File: src/sac_pkg.sv
// Constants and types shared by the converter control block.
package sac_pkg;

  // ****************************************
  // Register map
  // ****************************************
  localparam int unsigned ADDR_W = 3;
  localparam int unsigned DATA_W = 8;
  localparam logic [2:0] OFS_SC1 = 3'h0;
  localparam logic [2:0] OFS_SC2 = 3'h1;
  localparam logic [2:0] OFS_RES_HI = 3'h2;
  localparam logic [2:0] OFS_RES_LO = 3'h3;
  localparam logic [2:0] OFS_CMP_HI = 3'h4;
  localparam logic [2:0] OFS_CMP_LO = 3'h5;
  localparam logic [2:0] OFS_CFG = 3'h6;

  // ****************************************
  // Field positions
  // ****************************************
  localparam int unsigned SC1_DONE = 7;
  localparam int unsigned SC1_IEN = 6;
  localparam int unsigned SC1_CONT = 5;
  localparam int unsigned SC2_ACT = 7;
  localparam int unsigned SC2_CMP_EN = 5;
  localparam int unsigned SC2_CMP_GE = 4;
  localparam int unsigned CFG_DIV_LSB = 5;
  localparam int unsigned CFG_LONG = 4;
  localparam int unsigned CFG_MODE_LSB = 2;
  localparam int unsigned CFG_SRC_LSB = 0;

  // ****************************************
  // Channel codes and reset values
  // ****************************************
  localparam logic [4:0] CH_OFF = 5'h1f;
  localparam logic [4:0] CH_TEMP = 5'h1a;
  localparam logic [4:0] CH_BANDGAP = 5'h1b;
  localparam logic [4:0] CH_RST = 5'h1f;
  localparam logic [7:0] CFG_RST = 8'h00;
  localparam logic [9:0] CMP_RST = 10'h000;
  localparam logic [9:0] RES_RST = 10'h000;

  // ****************************************
  // Converter shape and timing
  // ****************************************
  localparam int unsigned RES_W = 10;
  localparam int unsigned DIV_CNT_W = 3;
  localparam logic [1:0] MODE_8BIT = 2'h0;
  localparam logic [4:0] SHORT_SAMPLE_TICKS = 5'h03;
  localparam logic [4:0] LONG_SAMPLE_TICKS = 5'h17;

  // ****************************************
  // Types
  // ****************************************
  typedef enum logic [1:0] {
    SAC_SRC_BUS = 2'h0,
    SAC_SRC_HALF = 2'h1,
    SAC_SRC_ALT = 2'h2,
    SAC_SRC_ASYNC = 2'h3
  } sac_src_t;

  typedef enum logic [1:0] {
    SAC_IDLE = 2'h0,
    SAC_SAMPLE = 2'h1,
    SAC_CONVERT = 2'h3,
    SAC_DONE = 2'h2
  } sac_state_t;

endpackage

File: src/sac_clk_if.sv
// Interface between the sequencer and the conversion clock generator.
`timescale 1ns/10ps
interface sac_clk_if;
  import sac_pkg::*;
  sac_src_t src;
  logic [1:0] div;
  logic run;
  logic tick;
  modport ctrl (output src, output div, output run, input tick);
  modport gen (input src, input div, input run, output tick);
endinterface

File: src/sac_clkgen.sv
// Conversion clock source selection and divider.
`timescale 1ns/10ps
module sac_clkgen (
  // Clock and reset
  input wire logic clk,
  input wire logic srst,
  // Clock sources
  input wire logic local_async_conv_clock,
  input wire logic external_reference_clock,
  // Power mode
  input wire logic deep_stop_mode,
  // Sequencer side
  sac_clk_if.gen ctl
);
  import sac_pkg::*;

  logic half_phase;
  logic async_q;
  logic alt_q;
  logic [DIV_CNT_W-1:0] div_cnt;
  logic bus_ok;
  logic async_edge;
  logic alt_edge;
  logic src_edge;
  logic [DIV_CNT_W-1:0] div_last;
  logic div_wrap;

  // ****************************************
  // Source edges
  // ****************************************
  // Bus-derived sources stop in deep stop; the local clock keeps running.
  assign bus_ok = ~deep_stop_mode; // [RULE16]
  assign async_edge = local_async_conv_clock & ~async_q;
  // Wait mode does not gate the alternate source, only deep stop does.
  assign alt_edge = external_reference_clock & ~alt_q & ~deep_stop_mode; // [RULE2] [RULE4]
  assign src_edge = (ctl.src == SAC_SRC_BUS) ? bus_ok :
                    (ctl.src == SAC_SRC_HALF) ? (bus_ok & half_phase) :
                    (ctl.src == SAC_SRC_ALT) ? alt_edge : async_edge; // [RULE1]

  // ****************************************
  // Divider
  // ****************************************
  assign div_last = DIV_CNT_W'((4'h1 << ctl.div) - 4'h1); // [RULE3]
  assign div_wrap = (div_cnt == div_last);
  assign ctl.tick = ctl.run & src_edge & div_wrap; // [RULE3]

  always_ff @(posedge clk) begin
    if (srst) begin
      half_phase <= 1'b0;
      async_q <= 1'b0;
      alt_q <= 1'b0;
    end else begin
      half_phase <= ~half_phase;
      async_q <= local_async_conv_clock;
      alt_q <= external_reference_clock;
    end
  end

  always_ff @(posedge clk) begin
    if (srst || !ctl.run) begin
      div_cnt <= '0;
    end else if (src_edge) begin
      div_cnt <= div_wrap ? '0 : div_cnt + 1'b1;
    end
  end

endmodule

File: src/sac_ctrl.sv
// Successive-approximation converter control: registers, sequencer, result logic.
//
// Contract
// [RULE1] Conversion clock from one of four sources.
// [RULE2] Alternate source is the external reference clock.
// [RULE3] Selected source divided by programmed ratio.
// [RULE4] Alternate source keeps running in wait.
// [RULE5] Software avoids alternate source in deep stop.
// [RULE6] Software picks local clock before stop.
// [RULE7] Software keeps regulator on in stop.
// [RULE8] Temperature on channel 26, bandgap 27.
// [RULE9] Temperature needs long sample, slow clock.
// [RULE10] Linear ten-bit successive approximation.
// [RULE11] Right-justified ten- or eight-bit results.
// [RULE12] Single or continuous; single returns idle.
// [RULE13] Completion flag with interrupt request.
// [RULE14] Optional less-than or greater-equal compare.
// [RULE15] Channel select addresses up to 28 inputs.
// [RULE16] Conversions continue in wait and deep stop; here deep stop halts all sources but the local clock.
// [RULE17] All-ones channel turns converter off.
// [RULE18] Control write aborts and restarts conversion.
// [RULE19] Flag cleared by write or low read.
// [RULE20] Active set on start, cleared at end.
// [RULE21] Result updates only when flag sets.
//
// Chosen here: the placing of the registers and the plain strobed port.
`timescale 1ns/10ps
module sac_ctrl (
  // Clock and reset
  input wire logic clk,
  input wire logic srst,
  // Register port
  input wire logic [sac_pkg::ADDR_W-1:0] reg_addr,
  input wire logic [sac_pkg::DATA_W-1:0] reg_wdata,
  input wire logic reg_wr,
  input wire logic reg_rd,
  output logic [sac_pkg::DATA_W-1:0] reg_rdata,
  // Clock sources and power mode
  input wire logic local_async_conv_clock,
  input wire logic external_reference_clock,
  input wire logic deep_stop_mode,
  // Analog front end
  input wire logic cmp_above,
  output logic [4:0] channel_select,
  output logic mux_isolate,
  output logic temp_sensor_en,
  output logic bandgap_en,
  output logic sar_power_on,
  output logic sample_en,
  output logic [sac_pkg::RES_W-1:0] dac_code,
  // Interrupt
  output logic irq
);
  import sac_pkg::*;

  // ****************************************
  // Declarations
  // ****************************************
  sac_clk_if clk_bus ();

  sac_state_t state;
  sac_state_t next_state;
  logic conversion_done_flag;
  logic irq_en;
  logic cont_en;
  logic [4:0] ch;
  logic cmp_en;
  logic cmp_ge;
  logic [RES_W-1:0] cmp_val;
  logic [DATA_W-1:0] cfg;
  logic [RES_W-1:0] result;
  logic [RES_W-1:0] sar;
  logic [RES_W-1:0] trial;
  logic [4:0] smp_cnt;

  logic wr_sc1;
  logic wr_sc2;
  logic wr_cmp_hi;
  logic wr_cmp_lo;
  logic wr_cfg;
  logic rd_res_lo;
  logic wr_ch_off;
  logic [4:0] next_ch;
  logic start_req;
  logic stop_req;
  logic tick;
  logic conversion_active;
  logic [4:0] sample_last;
  logic sample_end;
  logic convert_end;
  logic done_evt;
  logic [RES_W-1:0] sar_keep;
  logic [RES_W-1:0] next_sar;
  logic [RES_W-1:0] fmt_val;
  logic mode_8bit;
  logic cmp_true;
  logic set_done;
  logic clr_done;
  logic [DATA_W-1:0] sc1_val;
  logic [DATA_W-1:0] sc2_val;
  logic [DATA_W-1:0] rd_mux;

  // ****************************************
  // Register decode
  // ****************************************
  assign wr_sc1 = reg_wr & (reg_addr == OFS_SC1);
  assign wr_sc2 = reg_wr & (reg_addr == OFS_SC2);
  assign wr_cmp_hi = reg_wr & (reg_addr == OFS_CMP_HI);
  assign wr_cmp_lo = reg_wr & (reg_addr == OFS_CMP_LO);
  assign wr_cfg = reg_wr & (reg_addr == OFS_CFG);
  assign rd_res_lo = reg_rd & (reg_addr == OFS_RES_LO);
  assign wr_ch_off = (reg_wdata[4:0] == CH_OFF);
  // The mux follows a write at once, so sampling never starts on the old channel.
  assign next_ch = wr_sc1 ? reg_wdata[4:0] : ch; // [RULE15]

  // A control write always ends the running conversion first.
  assign start_req = wr_sc1 & ~wr_ch_off; // [RULE18]
  assign stop_req = wr_sc1 & wr_ch_off; // [RULE17]

  // ****************************************
  // Clock generator
  // ****************************************
  assign clk_bus.src = sac_src_t'(cfg[CFG_SRC_LSB +: 2]); // [RULE1]
  assign clk_bus.div = cfg[CFG_DIV_LSB +: 2]; // [RULE3]
  // The divider is held clear while idle and on a restart, so every conversion
  // starts on a fresh divided period.
  assign clk_bus.run = ((state == SAC_SAMPLE) | (state == SAC_CONVERT)) & ~start_req; // [RULE18]
  assign tick = clk_bus.tick;

  sac_clkgen u_clkgen (
    .clk(clk),
    .srst(srst),
    .local_async_conv_clock(local_async_conv_clock),
    .external_reference_clock(external_reference_clock),
    .deep_stop_mode(deep_stop_mode),
    .ctl(clk_bus)
  );

  // ****************************************
  // Sequencer
  // ****************************************
  assign sample_last = cfg[CFG_LONG] ? LONG_SAMPLE_TICKS : SHORT_SAMPLE_TICKS;
  assign sample_end = tick & (smp_cnt == sample_last - 5'h01);
  assign convert_end = tick & trial[0];
  assign done_evt = (state == SAC_DONE) & ~wr_sc1;
  assign conversion_active = (state != SAC_IDLE); // [RULE20]

  always_comb begin
    next_state = state;
    unique case (state)
      SAC_IDLE: begin
        if (start_req) begin
          next_state = SAC_SAMPLE; // [RULE20]
        end
      end
      SAC_SAMPLE: begin
        if (sample_end) begin
          next_state = SAC_CONVERT;
        end
      end
      SAC_CONVERT: begin
        if (convert_end) begin
          next_state = SAC_DONE;
        end
      end
      SAC_DONE: begin
        next_state = cont_en ? SAC_SAMPLE : SAC_IDLE; // [RULE12]
      end
    endcase
    if (start_req) begin
      next_state = SAC_SAMPLE; // [RULE18]
    end else if (stop_req) begin
      next_state = SAC_IDLE; // [RULE17]
    end
  end

  always_ff @(posedge clk) begin
    if (srst) begin
      state <= SAC_IDLE;
    end else begin
      state <= next_state;
    end
  end

  always_ff @(posedge clk) begin
    if (srst || start_req || next_state != SAC_SAMPLE || state != SAC_SAMPLE) begin // [RULE18]
      smp_cnt <= 5'h00;
    end else if (tick) begin
      smp_cnt <= smp_cnt + 5'h01;
    end
  end

  // ****************************************
  // Successive approximation
  // ****************************************
  // One bit is decided per divided tick, most significant first; the trial
  // bit is dropped when the held input lies below the DAC level.
  assign sar_keep = cmp_above ? sar : (sar & ~trial); // [RULE10]
  assign next_sar = sar_keep | (trial >> 1);

  always_ff @(posedge clk) begin
    if (srst) begin
      sar <= '0;
      trial <= '0;
    end else if (state == SAC_SAMPLE && sample_end) begin
      sar <= RES_W'(1) << (RES_W - 1); // [RULE10]
      trial <= RES_W'(1) << (RES_W - 1);
    end else if (state == SAC_CONVERT && tick) begin
      sar <= next_sar; // [RULE10]
      trial <= trial >> 1;
    end
  end

  // ****************************************
  // Result format and compare
  // ****************************************
  assign mode_8bit = (cfg[CFG_MODE_LSB +: 2] == MODE_8BIT);
  assign fmt_val = mode_8bit ? {2'b00, sar[RES_W-1:2]} : sar; // [RULE11]
  assign cmp_true = cmp_ge ? (fmt_val >= cmp_val) : (fmt_val < cmp_val); // [RULE14]
  assign set_done = done_evt & (~cmp_en | cmp_true); // [RULE14] [RULE19]
  assign clr_done = wr_sc1 | rd_res_lo; // [RULE19]

  always_ff @(posedge clk) begin
    if (srst) begin
      result <= RES_RST;
    end else if (set_done) begin
      result <= fmt_val; // [RULE21]
    end
  end

  // A completion landing in the same cycle as a low result read is kept.
  always_ff @(posedge clk) begin
    if (srst) begin
      conversion_done_flag <= 1'b0;
    end else begin
      conversion_done_flag <= set_done | (conversion_done_flag & ~clr_done); // [RULE13]
    end
  end

  // ****************************************
  // Control registers
  // ****************************************
  always_ff @(posedge clk) begin
    if (srst) begin
      irq_en <= 1'b0;
      cont_en <= 1'b0;
      ch <= CH_RST;
    end else if (wr_sc1) begin
      irq_en <= reg_wdata[SC1_IEN];
      cont_en <= reg_wdata[SC1_CONT];
      ch <= reg_wdata[4:0]; // [RULE15]
    end
  end

  always_ff @(posedge clk) begin
    if (srst) begin
      cmp_en <= 1'b0;
      cmp_ge <= 1'b0;
    end else if (wr_sc2) begin
      cmp_en <= reg_wdata[SC2_CMP_EN];
      cmp_ge <= reg_wdata[SC2_CMP_GE];
    end
  end

  always_ff @(posedge clk) begin
    if (srst) begin
      cmp_val <= CMP_RST;
    end else if (wr_cmp_hi) begin
      cmp_val[RES_W-1:8] <= reg_wdata[1:0];
    end else if (wr_cmp_lo) begin
      cmp_val[7:0] <= reg_wdata;
    end
  end

  always_ff @(posedge clk) begin
    if (srst) begin
      cfg <= CFG_RST;
    end else if (wr_cfg) begin
      cfg <= reg_wdata;
    end
  end

  // ****************************************
  // Read path
  // ****************************************
  assign sc1_val = {conversion_done_flag, irq_en, cont_en, ch};
  assign sc2_val = {conversion_active, 1'b0, cmp_en, cmp_ge, 4'h0}; // [RULE20]
  assign rd_mux = (reg_addr == OFS_SC1) ? sc1_val :
                  (reg_addr == OFS_SC2) ? sc2_val :
                  (reg_addr == OFS_RES_HI) ? {6'h00, result[RES_W-1:8]} :
                  (reg_addr == OFS_RES_LO) ? result[7:0] :
                  (reg_addr == OFS_CMP_HI) ? {6'h00, cmp_val[RES_W-1:8]} :
                  (reg_addr == OFS_CMP_LO) ? cmp_val[7:0] :
                  (reg_addr == OFS_CFG) ? cfg : 8'h00; // [RULE11]

  // Read data is shown only in the cycle after the strobe, zero otherwise.
  always_ff @(posedge clk) begin
    if (srst) begin
      reg_rdata <= 8'h00;
    end else begin
      reg_rdata <= reg_rd ? rd_mux : 8'h00;
    end
  end

  // ****************************************
  // Analog front end controls
  // ****************************************
  // Reserved channel codes are passed through and convert to an
  // undefined level in the analog mux.
  always_ff @(posedge clk) begin
    if (srst) begin
      channel_select <= CH_RST;
      mux_isolate <= 1'b1;
      temp_sensor_en <= 1'b0;
      bandgap_en <= 1'b0;
    end else begin
      channel_select <= next_ch; // [RULE15]
      mux_isolate <= (next_ch == CH_OFF); // [RULE17]
      temp_sensor_en <= (next_ch == CH_TEMP); // [RULE8]
      bandgap_en <= (next_ch == CH_BANDGAP); // [RULE8]
    end
  end

  // The analog core powers down by itself once a single conversion ends.
  always_ff @(posedge clk) begin
    if (srst) begin
      sar_power_on <= 1'b0;
      sample_en <= 1'b0;
      dac_code <= '0;
    end else begin
      sar_power_on <= (next_state != SAC_IDLE); // [RULE17] [RULE12]
      sample_en <= (next_state == SAC_SAMPLE);
      dac_code <= (state == SAC_SAMPLE && sample_end) ? (RES_W'(1) << (RES_W - 1)) :
                  (state == SAC_CONVERT && tick) ? next_sar : dac_code;
    end
  end

  // ****************************************
  // Interrupt request
  // ****************************************
  always_ff @(posedge clk) begin
    if (srst) begin
      irq <= 1'b0;
    end else begin
      irq <= irq_en & (set_done | (conversion_done_flag & ~clr_done)); // [RULE13] [RULE14]
    end
  end

endmodule

File: config.mk
export PLATFORM = sky130hd
export DESIGN_NAME = sac_ctrl
export DESIGN_NICKNAME = d
export VERILOG_FILES = /design/src/sac_pkg.sv /design/src/sac_clk_if.sv /design/src/sac_clkgen.sv /design/src/sac_ctrl.sv
export SDC_FILE = /design/constraint.sdc
export NUM_CORES = 1
export LEC_CHECK = 0
export BUFFER_PORTS_ARGS = -buffer_cell sky130_fd_sc_hd__buf_2
export CAP_MARGIN = 10
export CORE_MARGIN = 2
export CORE_UTILIZATION = 50
export DETAILED_ROUTE_END_ITERATION = 6
export MAX_ROUTING_LAYER = met4
export PLACE_DENSITY = 0.7
export SLEW_MARGIN = 20
export SYNTH_ARGS = -nofsm -noshare
export SYNTH_HDL_FRONTEND = slang
export SYNTH_SLANG_ARGS = --single-unit
File: constraint.sdc
create_clock -name clk -period 3.7 [get_ports clk]
set_input_delay 0.37 -clock clk [delete_from_list [all_inputs] [get_ports clk]]
set_output_delay 0.37 -clock clk [all_outputs]
set_load 0.02 [all_outputs]
## Word-level counts from Yosys, hierarchy flattened

Cells that the tools add are included.

| cells by class | value |
|---|---|
| multiplexer cells | 26 |
| $mul | 0 |
| order comparisons | 2 |
| equal/unequal tests | 20 |
| reduce and logical (&&, ||, !) cells | 17 |
| shift-type cells | 1 |
| bitwise logic cells | 39 |
| divide/modulo/power cells | 0 |
| $add $sub $neg | 4 |

Operator list:

| operator | number |
|---|---|
| two-way mux 10 bit | 6 |
| two-way mux 8 bit | 7 |
| AND 1 bit | 21 |
| equality test 5 bit, second input constant | 4 |
| NOT 1 bit | 11 |
| AND 10 bit | 1 |
| greater-or-equal comparator 10 bit | 1 |
| less-than comparator 10 bit | 1 |
| two-way mux 5 bit | 2 |
| NOT 10 bit | 1 |
| bitwise OR 10 x 9 -> 10 bit | 1 |
| equality test 3 bit, second input constant | 3 |
| two-way mux 2 bit | 4 |
| case mux 2 bit (4 select lines) | 1 |
| equality test 2 x 1 -> 1 bit, second input constant | 3 |
| equality test 2 bit, second input constant | 3 |
| equality test 3 x 2 -> 1 bit, second input constant | 2 |
| zero test 2 bit | 3 |
| nonzero test 2 bit | 3 |
| adder 5 x 1 -> 5 bit, second input constant | 1 |
| equality test 5 bit | 1 |
| two-way mux 1 bit | 5 |
| subtractor 5 x 1 -> 5 bit, second input constant | 1 |
| logical OR 1 bit | 4 |
| 13 further kinds | 19 |

| word-level totals | value |
|---|---|
| output and inout bits | 29 |
| bits in read-only memories | 0 |
| memories | 0 |
| bits in registers | 85 |
| input port bits | 19 |
| RAM bits | 0 |
| bits in latches | 0 |

## Longest topological paths before layout

| logic depth | value |
|---|---|
| depth after elaboration | 16 |
| gate-level depth with buffers | 9 |

## Cells and area by module

From an unflattened synthesis, not the netlist that was laid out.

| second synthesis, totals | value |
|---|---|
| cell total of the unflattened synthesis | 453 |
| area total of the unflattened synthesis | 3881.2 um^2 |

By module, submodules not included:

| module | instances | cells an instance | area each (um^2) |
|---|---|---|---|
| sac_ctrl | 1 | 418 | 3560.9 |
| sac_clkgen | 1 | 35 | 320.3 |

## Worst setup path before layout

OpenSTA, ideal clock, no wires.

| timing path | value |
|---|---|
| path kind | register to register |
| from | register cfg[2] |
| to | register result[1] |
| setup slack | 0.708 ns |
| arrival | 2.920 ns |
| setup time | 0.072 ns |
| cell stages (with the launch flop) | 10 |
| path buffers | 1 |
| data required time | 3.628 ns |
| path through | dfxtp_1 > nor2_1 > mux2_2 > ha_1 > a211oi_1 > o21bai_1 > a211o_1 > a311oi_1 > buf_2 > mux2i_1 |

| on the way | value |
|---|---|
| word-level cells in the longest chain between the ends | 6 |

Ends and longest elaborated chain:

| what | line | source |
|---|---|---|
| start, declared | sac_ctrl.sv:70 | `logic [DATA_W-1:0] cfg;` |
| start signal, assigned | sac_ctrl.sv:279 | `cfg <= reg_wdata;` |
| zero test 2 bit * | sac_ctrl.sv:217 | `assign mode_8bit = (cfg[CFG_MODE_LSB +: 2] == MODE_8BIT);` |
| two-way mux 10 bit * | sac_ctrl.sv:218 | `assign fmt_val = mode_8bit ? {2'b00, sar[RES_W-1:2]} : sar;` |
| net fmt_val[7] | sac_ctrl.sv:94 | `logic [RES_W-1:0] fmt_val;` |
| less-than comparator 10 bit / greater-or-equal comparator 10 bit (equally long branches) | sac_ctrl.sv:219 | `assign cmp_true = cmp_ge ? (fmt_val >= cmp_val) : (fmt_val < cmp_val);` |
| two-way mux 1 bit * | sac_ctrl.sv:219 |  |
| bitwise OR 1 bit * | sac_ctrl.sv:220 | `assign set_done = done_evt & (~cmp_en \| cmp_true);` |
| AND 1 bit * | sac_ctrl.sv:220 |  |
| end signal, assigned | sac_ctrl.sv:227 | `result <= fmt_val;` |
| end, declared | sac_ctrl.sv:71 | `logic [RES_W-1:0] result;` |

The timed path passes the listed nets; every way through them passes the cells marked *.
A chain may end at the register's enable or synchronous reset.

## Final worst setup path

| timing path | value |
|---|---|
| from | register cfg[2] |
| to | register result[0] |

The elaborated chain is that of the path after synthesis.

==> flow_metrics.tcl <==
set metrics [dict create \
    crit_fanout 12 \
    clock_path_buffers 2 \
    skew_ns 0.0126 \
    nets 542 \
    tightest_slew_ns 0.955 \
    power_leakage_nw 1.71 \
    slew_headroom 0.361 \
    grt-ovfl-total 0 \
    status "completed" \
    regArea_sq_um 1700 \
    synth-main-ff-cell "dfxtp_1" \
    cap_violations 0 \
    max_freq_ghz 0.337 \
    power_frac_seq 0.524 \
    vias 3686 \
    die_w_um 94.4 \
    cp-start-kind "flop" \
    layout_common_cells "dfxtp_1, nand2_1, buf_2" \
    numPortBuffers 47 \
    root_buffer "clkbuf_8" \
    setup_slack_ns 0.729 \
    syn_area_per_cell_sq_um 8.62 \
    cts_tree "yes" \
    setup_tns_ns 0 \
    swShare 0.276 \
    ys_seq_elements 85 \
    finalWirelength_mm 10.7 \
    ys_warn_count 0 \
    fp.dieH_um 94.4 \
    synth-edff-count 0 \
    wire_per_inst_um 17.4 \
    synth_cell_types 57 \
    firstDrtPassIters 5 \
    multi_input_area_sq_um 2200 \
    drtIter0Drc 238 \
    worstSkewPairLatency_ns 0.37 \
    intPower_w 0.00130 \
    rows 32 \
    viasPerCell 5.97 \
    ys_seq_area_frac 0.416 \
    syn_area_sq_um 4090 \
    dieArea_sq_um 8910 \
    fin_crit_sh 0.803 \
    p_total_w 0.00179 \
    diodes 0 \
    boundaryPins 48 \
    floorplan.initialDensity 0.523 \
    ant_nets 0 \
    min_period_ns 2.97 \
    place.gp.congestion 0.928 \
    worst_hold_path_type "in -> reg" \
    numCtsBuffers 9 \
    layout_commonest_cell "dfxtp_1" \
    syn_inst 474 \
    p_clk_frac 0.389 \
    grt_pass1_vias 3298 \
    synthesis.nets 506 \
    numClockSinks 85 \
    post_cts_resized 0 \
    place_ws_ns 0.802 \
    worst-setup-path-type "reg -> reg" \
    clkSlewWorstSetupHoldPaths_ns 0.09 \
    setup_viol 0 \
    rsz0062_at_grt "false" \
    power_frac_comb 0.087 \
    dpl.hpwl_mm 7.66 \
    hold_violations 0 \
    endpoint_kind "flop" \
    power_switching_w 0.000494 \
    peakVddDrop_mv 0.180 \
    critPathMaxStageDelay_ns 0.37 \
    required_ns 3.96 \
    async_flop_share 0 \
    drc 0 \
    crit_path_top_delay_cell "mux2_2" \
    grt_max_degree 31 \
    drive_above_1_share 0.177 \
    antenna_found_initial 0 \
    syn_to_final_growth_pct 12.5 \
    cts_setup_buffers 0 \
    ctsHoldBuffers 0 \
    crit_chain "nor2_1, buf_4, mux2_2, ha_1, nand4_1, o311ai_0, a2111oi_0, a311oi_2, buf_4, mux2_2" \
    grt_pass1_wl_mm 17.1 \
    cts_htree_levels 3 \
    worstPathArrival_ns 3.23 \
    powerDensity_nw_per_um2 390 \
    grt_use_total 0.255 \
    maxSlewViolCount 0 \
    fillers 728 \
    core_sq_um 7810 \
]
power groups by stage:
stage / registers [W] / clock network (W) / logic (W)
3_3_place_gp: 0.000960 / 0 / 0.000151
3_5_place_dp: 0.000960 / 0 / 0.000153
5_1_grt: 0.000941 / 0.000738 / 0.000170
2_1_floorplan: 0.000965 / 0 / 0.0000989
6_report: 0.000939 / 0.000697 / 0.000156
4_1_cts: 0.000939 / 0.000699 / 0.000154
critical path, delay by kind of cell, from the launching register on:
kind / cells / cell delay, ns
adder cells (fa/ha/maj): 1 / 0.32
AND/OR/NAND/NOR: 2 / 0.26
multiplexers: 2 / 0.72
AO/OA/AOI/OAI: 3 / 0.77
flip-flops: 1 / 0.33
buffers and inverters: 2 / 0.46
kinds of logic after synthesis:
| kind of cell | after synthesis | share of synthesized area |
|---|---|---|
| simple gates | 176 | 0.207 |
| mux | 27 | 0.0695 |
| xor+xnor | 2 | 0.00429 |
| buf+inv | 49 | 0.0502 |
| compound gates | 122 | 0.213 |
| flops | 85 | 0.416 |
| fa+ha+maj | 13 | 0.0398 |
sequential cells by signal, indices dropped and copies added (netlist names), 2 cells and up:
signal,count
cmp_val,10
channel_select,5
reg_rdata,8
u_clkgen.div_cnt,3
dac_code,9
trial,10
cfg,8
smp_cnt,5
result,10
state,2
area by class of cell:
type	instances	area share
timing repair buffer	55	0.0642
clock buffer	9	0.0269
tap	102	0.0278
sequential	85	0.370
clock inverter	7	0.0177
multi-input combinational	340	0.478
inverter	19	0.0155
per-stage QoR:
stage | cell area, sq um | utilization | hold WS (ns) | cells
after floorplan | 4090 | - | 0.394 | 474
after global placement | 4390 | 0.563 | 0.404 | 601
after detailed placement | 4390 | 0.563 | 0.414 | 601
after CTS | 4600 | 0.589 | 0.233 | 617
after global routing | 4600 | 0.589 | 0.237 | 617
final | 4600 | 0.589 | 0.234 | 617
final timing paths:
kind                                               start             endpoint  slack (ns)  cells past startpoint
worst min register to register       u_clkgen.half_phase  u_clkgen.half_phase        0.42                      1
worst max-delay path                              cfg[2]            result[0]        0.73                     10
worst min-delay path            external_reference_clock       u_clkgen.alt_q        0.23                      2
worst max register to register                    cfg[2]            result[0]        0.73                     10
synthesized netlist by cell type (all sizes together) (2+ instances only):
cell type | instances | area share
a2111oi | 2 | 0.0043
a211oi | 14 | 0.028
a21oi | 45 | 0.056
a221oi | 7 | 0.015
a22oi | 5 | 0.0092
a311oi | 3 | 0.0064
a32o | 3 | 0.0073
and3 | 2 | 0.0031
and4 | 2 | 0.0043
buf | 14 | 0.018
clkbuf | 16 | 0.015
dfxtp | 85 | 0.42
ha | 13 | 0.040
inv | 18 | 0.017
mux2 | 11 | 0.030
mux2i | 16 | 0.039
nand2 | 82 | 0.075
nand2b | 5 | 0.0077
nand3 | 13 | 0.016
nand4 | 15 | 0.023
nand4b | 2 | 0.0043
nor2 | 28 | 0.026
nor2b | 7 | 0.011
nor3 | 7 | 0.0086
nor4b | 2 | 0.0080
o21ai | 10 | 0.013
o31ai | 12 | 0.022
o41ai | 10 | 0.026
or3 | 4 | 0.0061
or4 | 3 | 0.0064
xor2 | 2 | 0.0043
metal layers:
metal	GRT usage	vias up	routed length (um)
li1	-	1805	-
met1	0.333	1733	4790
met2	0.399	123	5140
met3	0.0327	25	539
met4	0.107	0	255
met5	-	-	0
No activity file was read; power rests on OpenSTA's default activity.
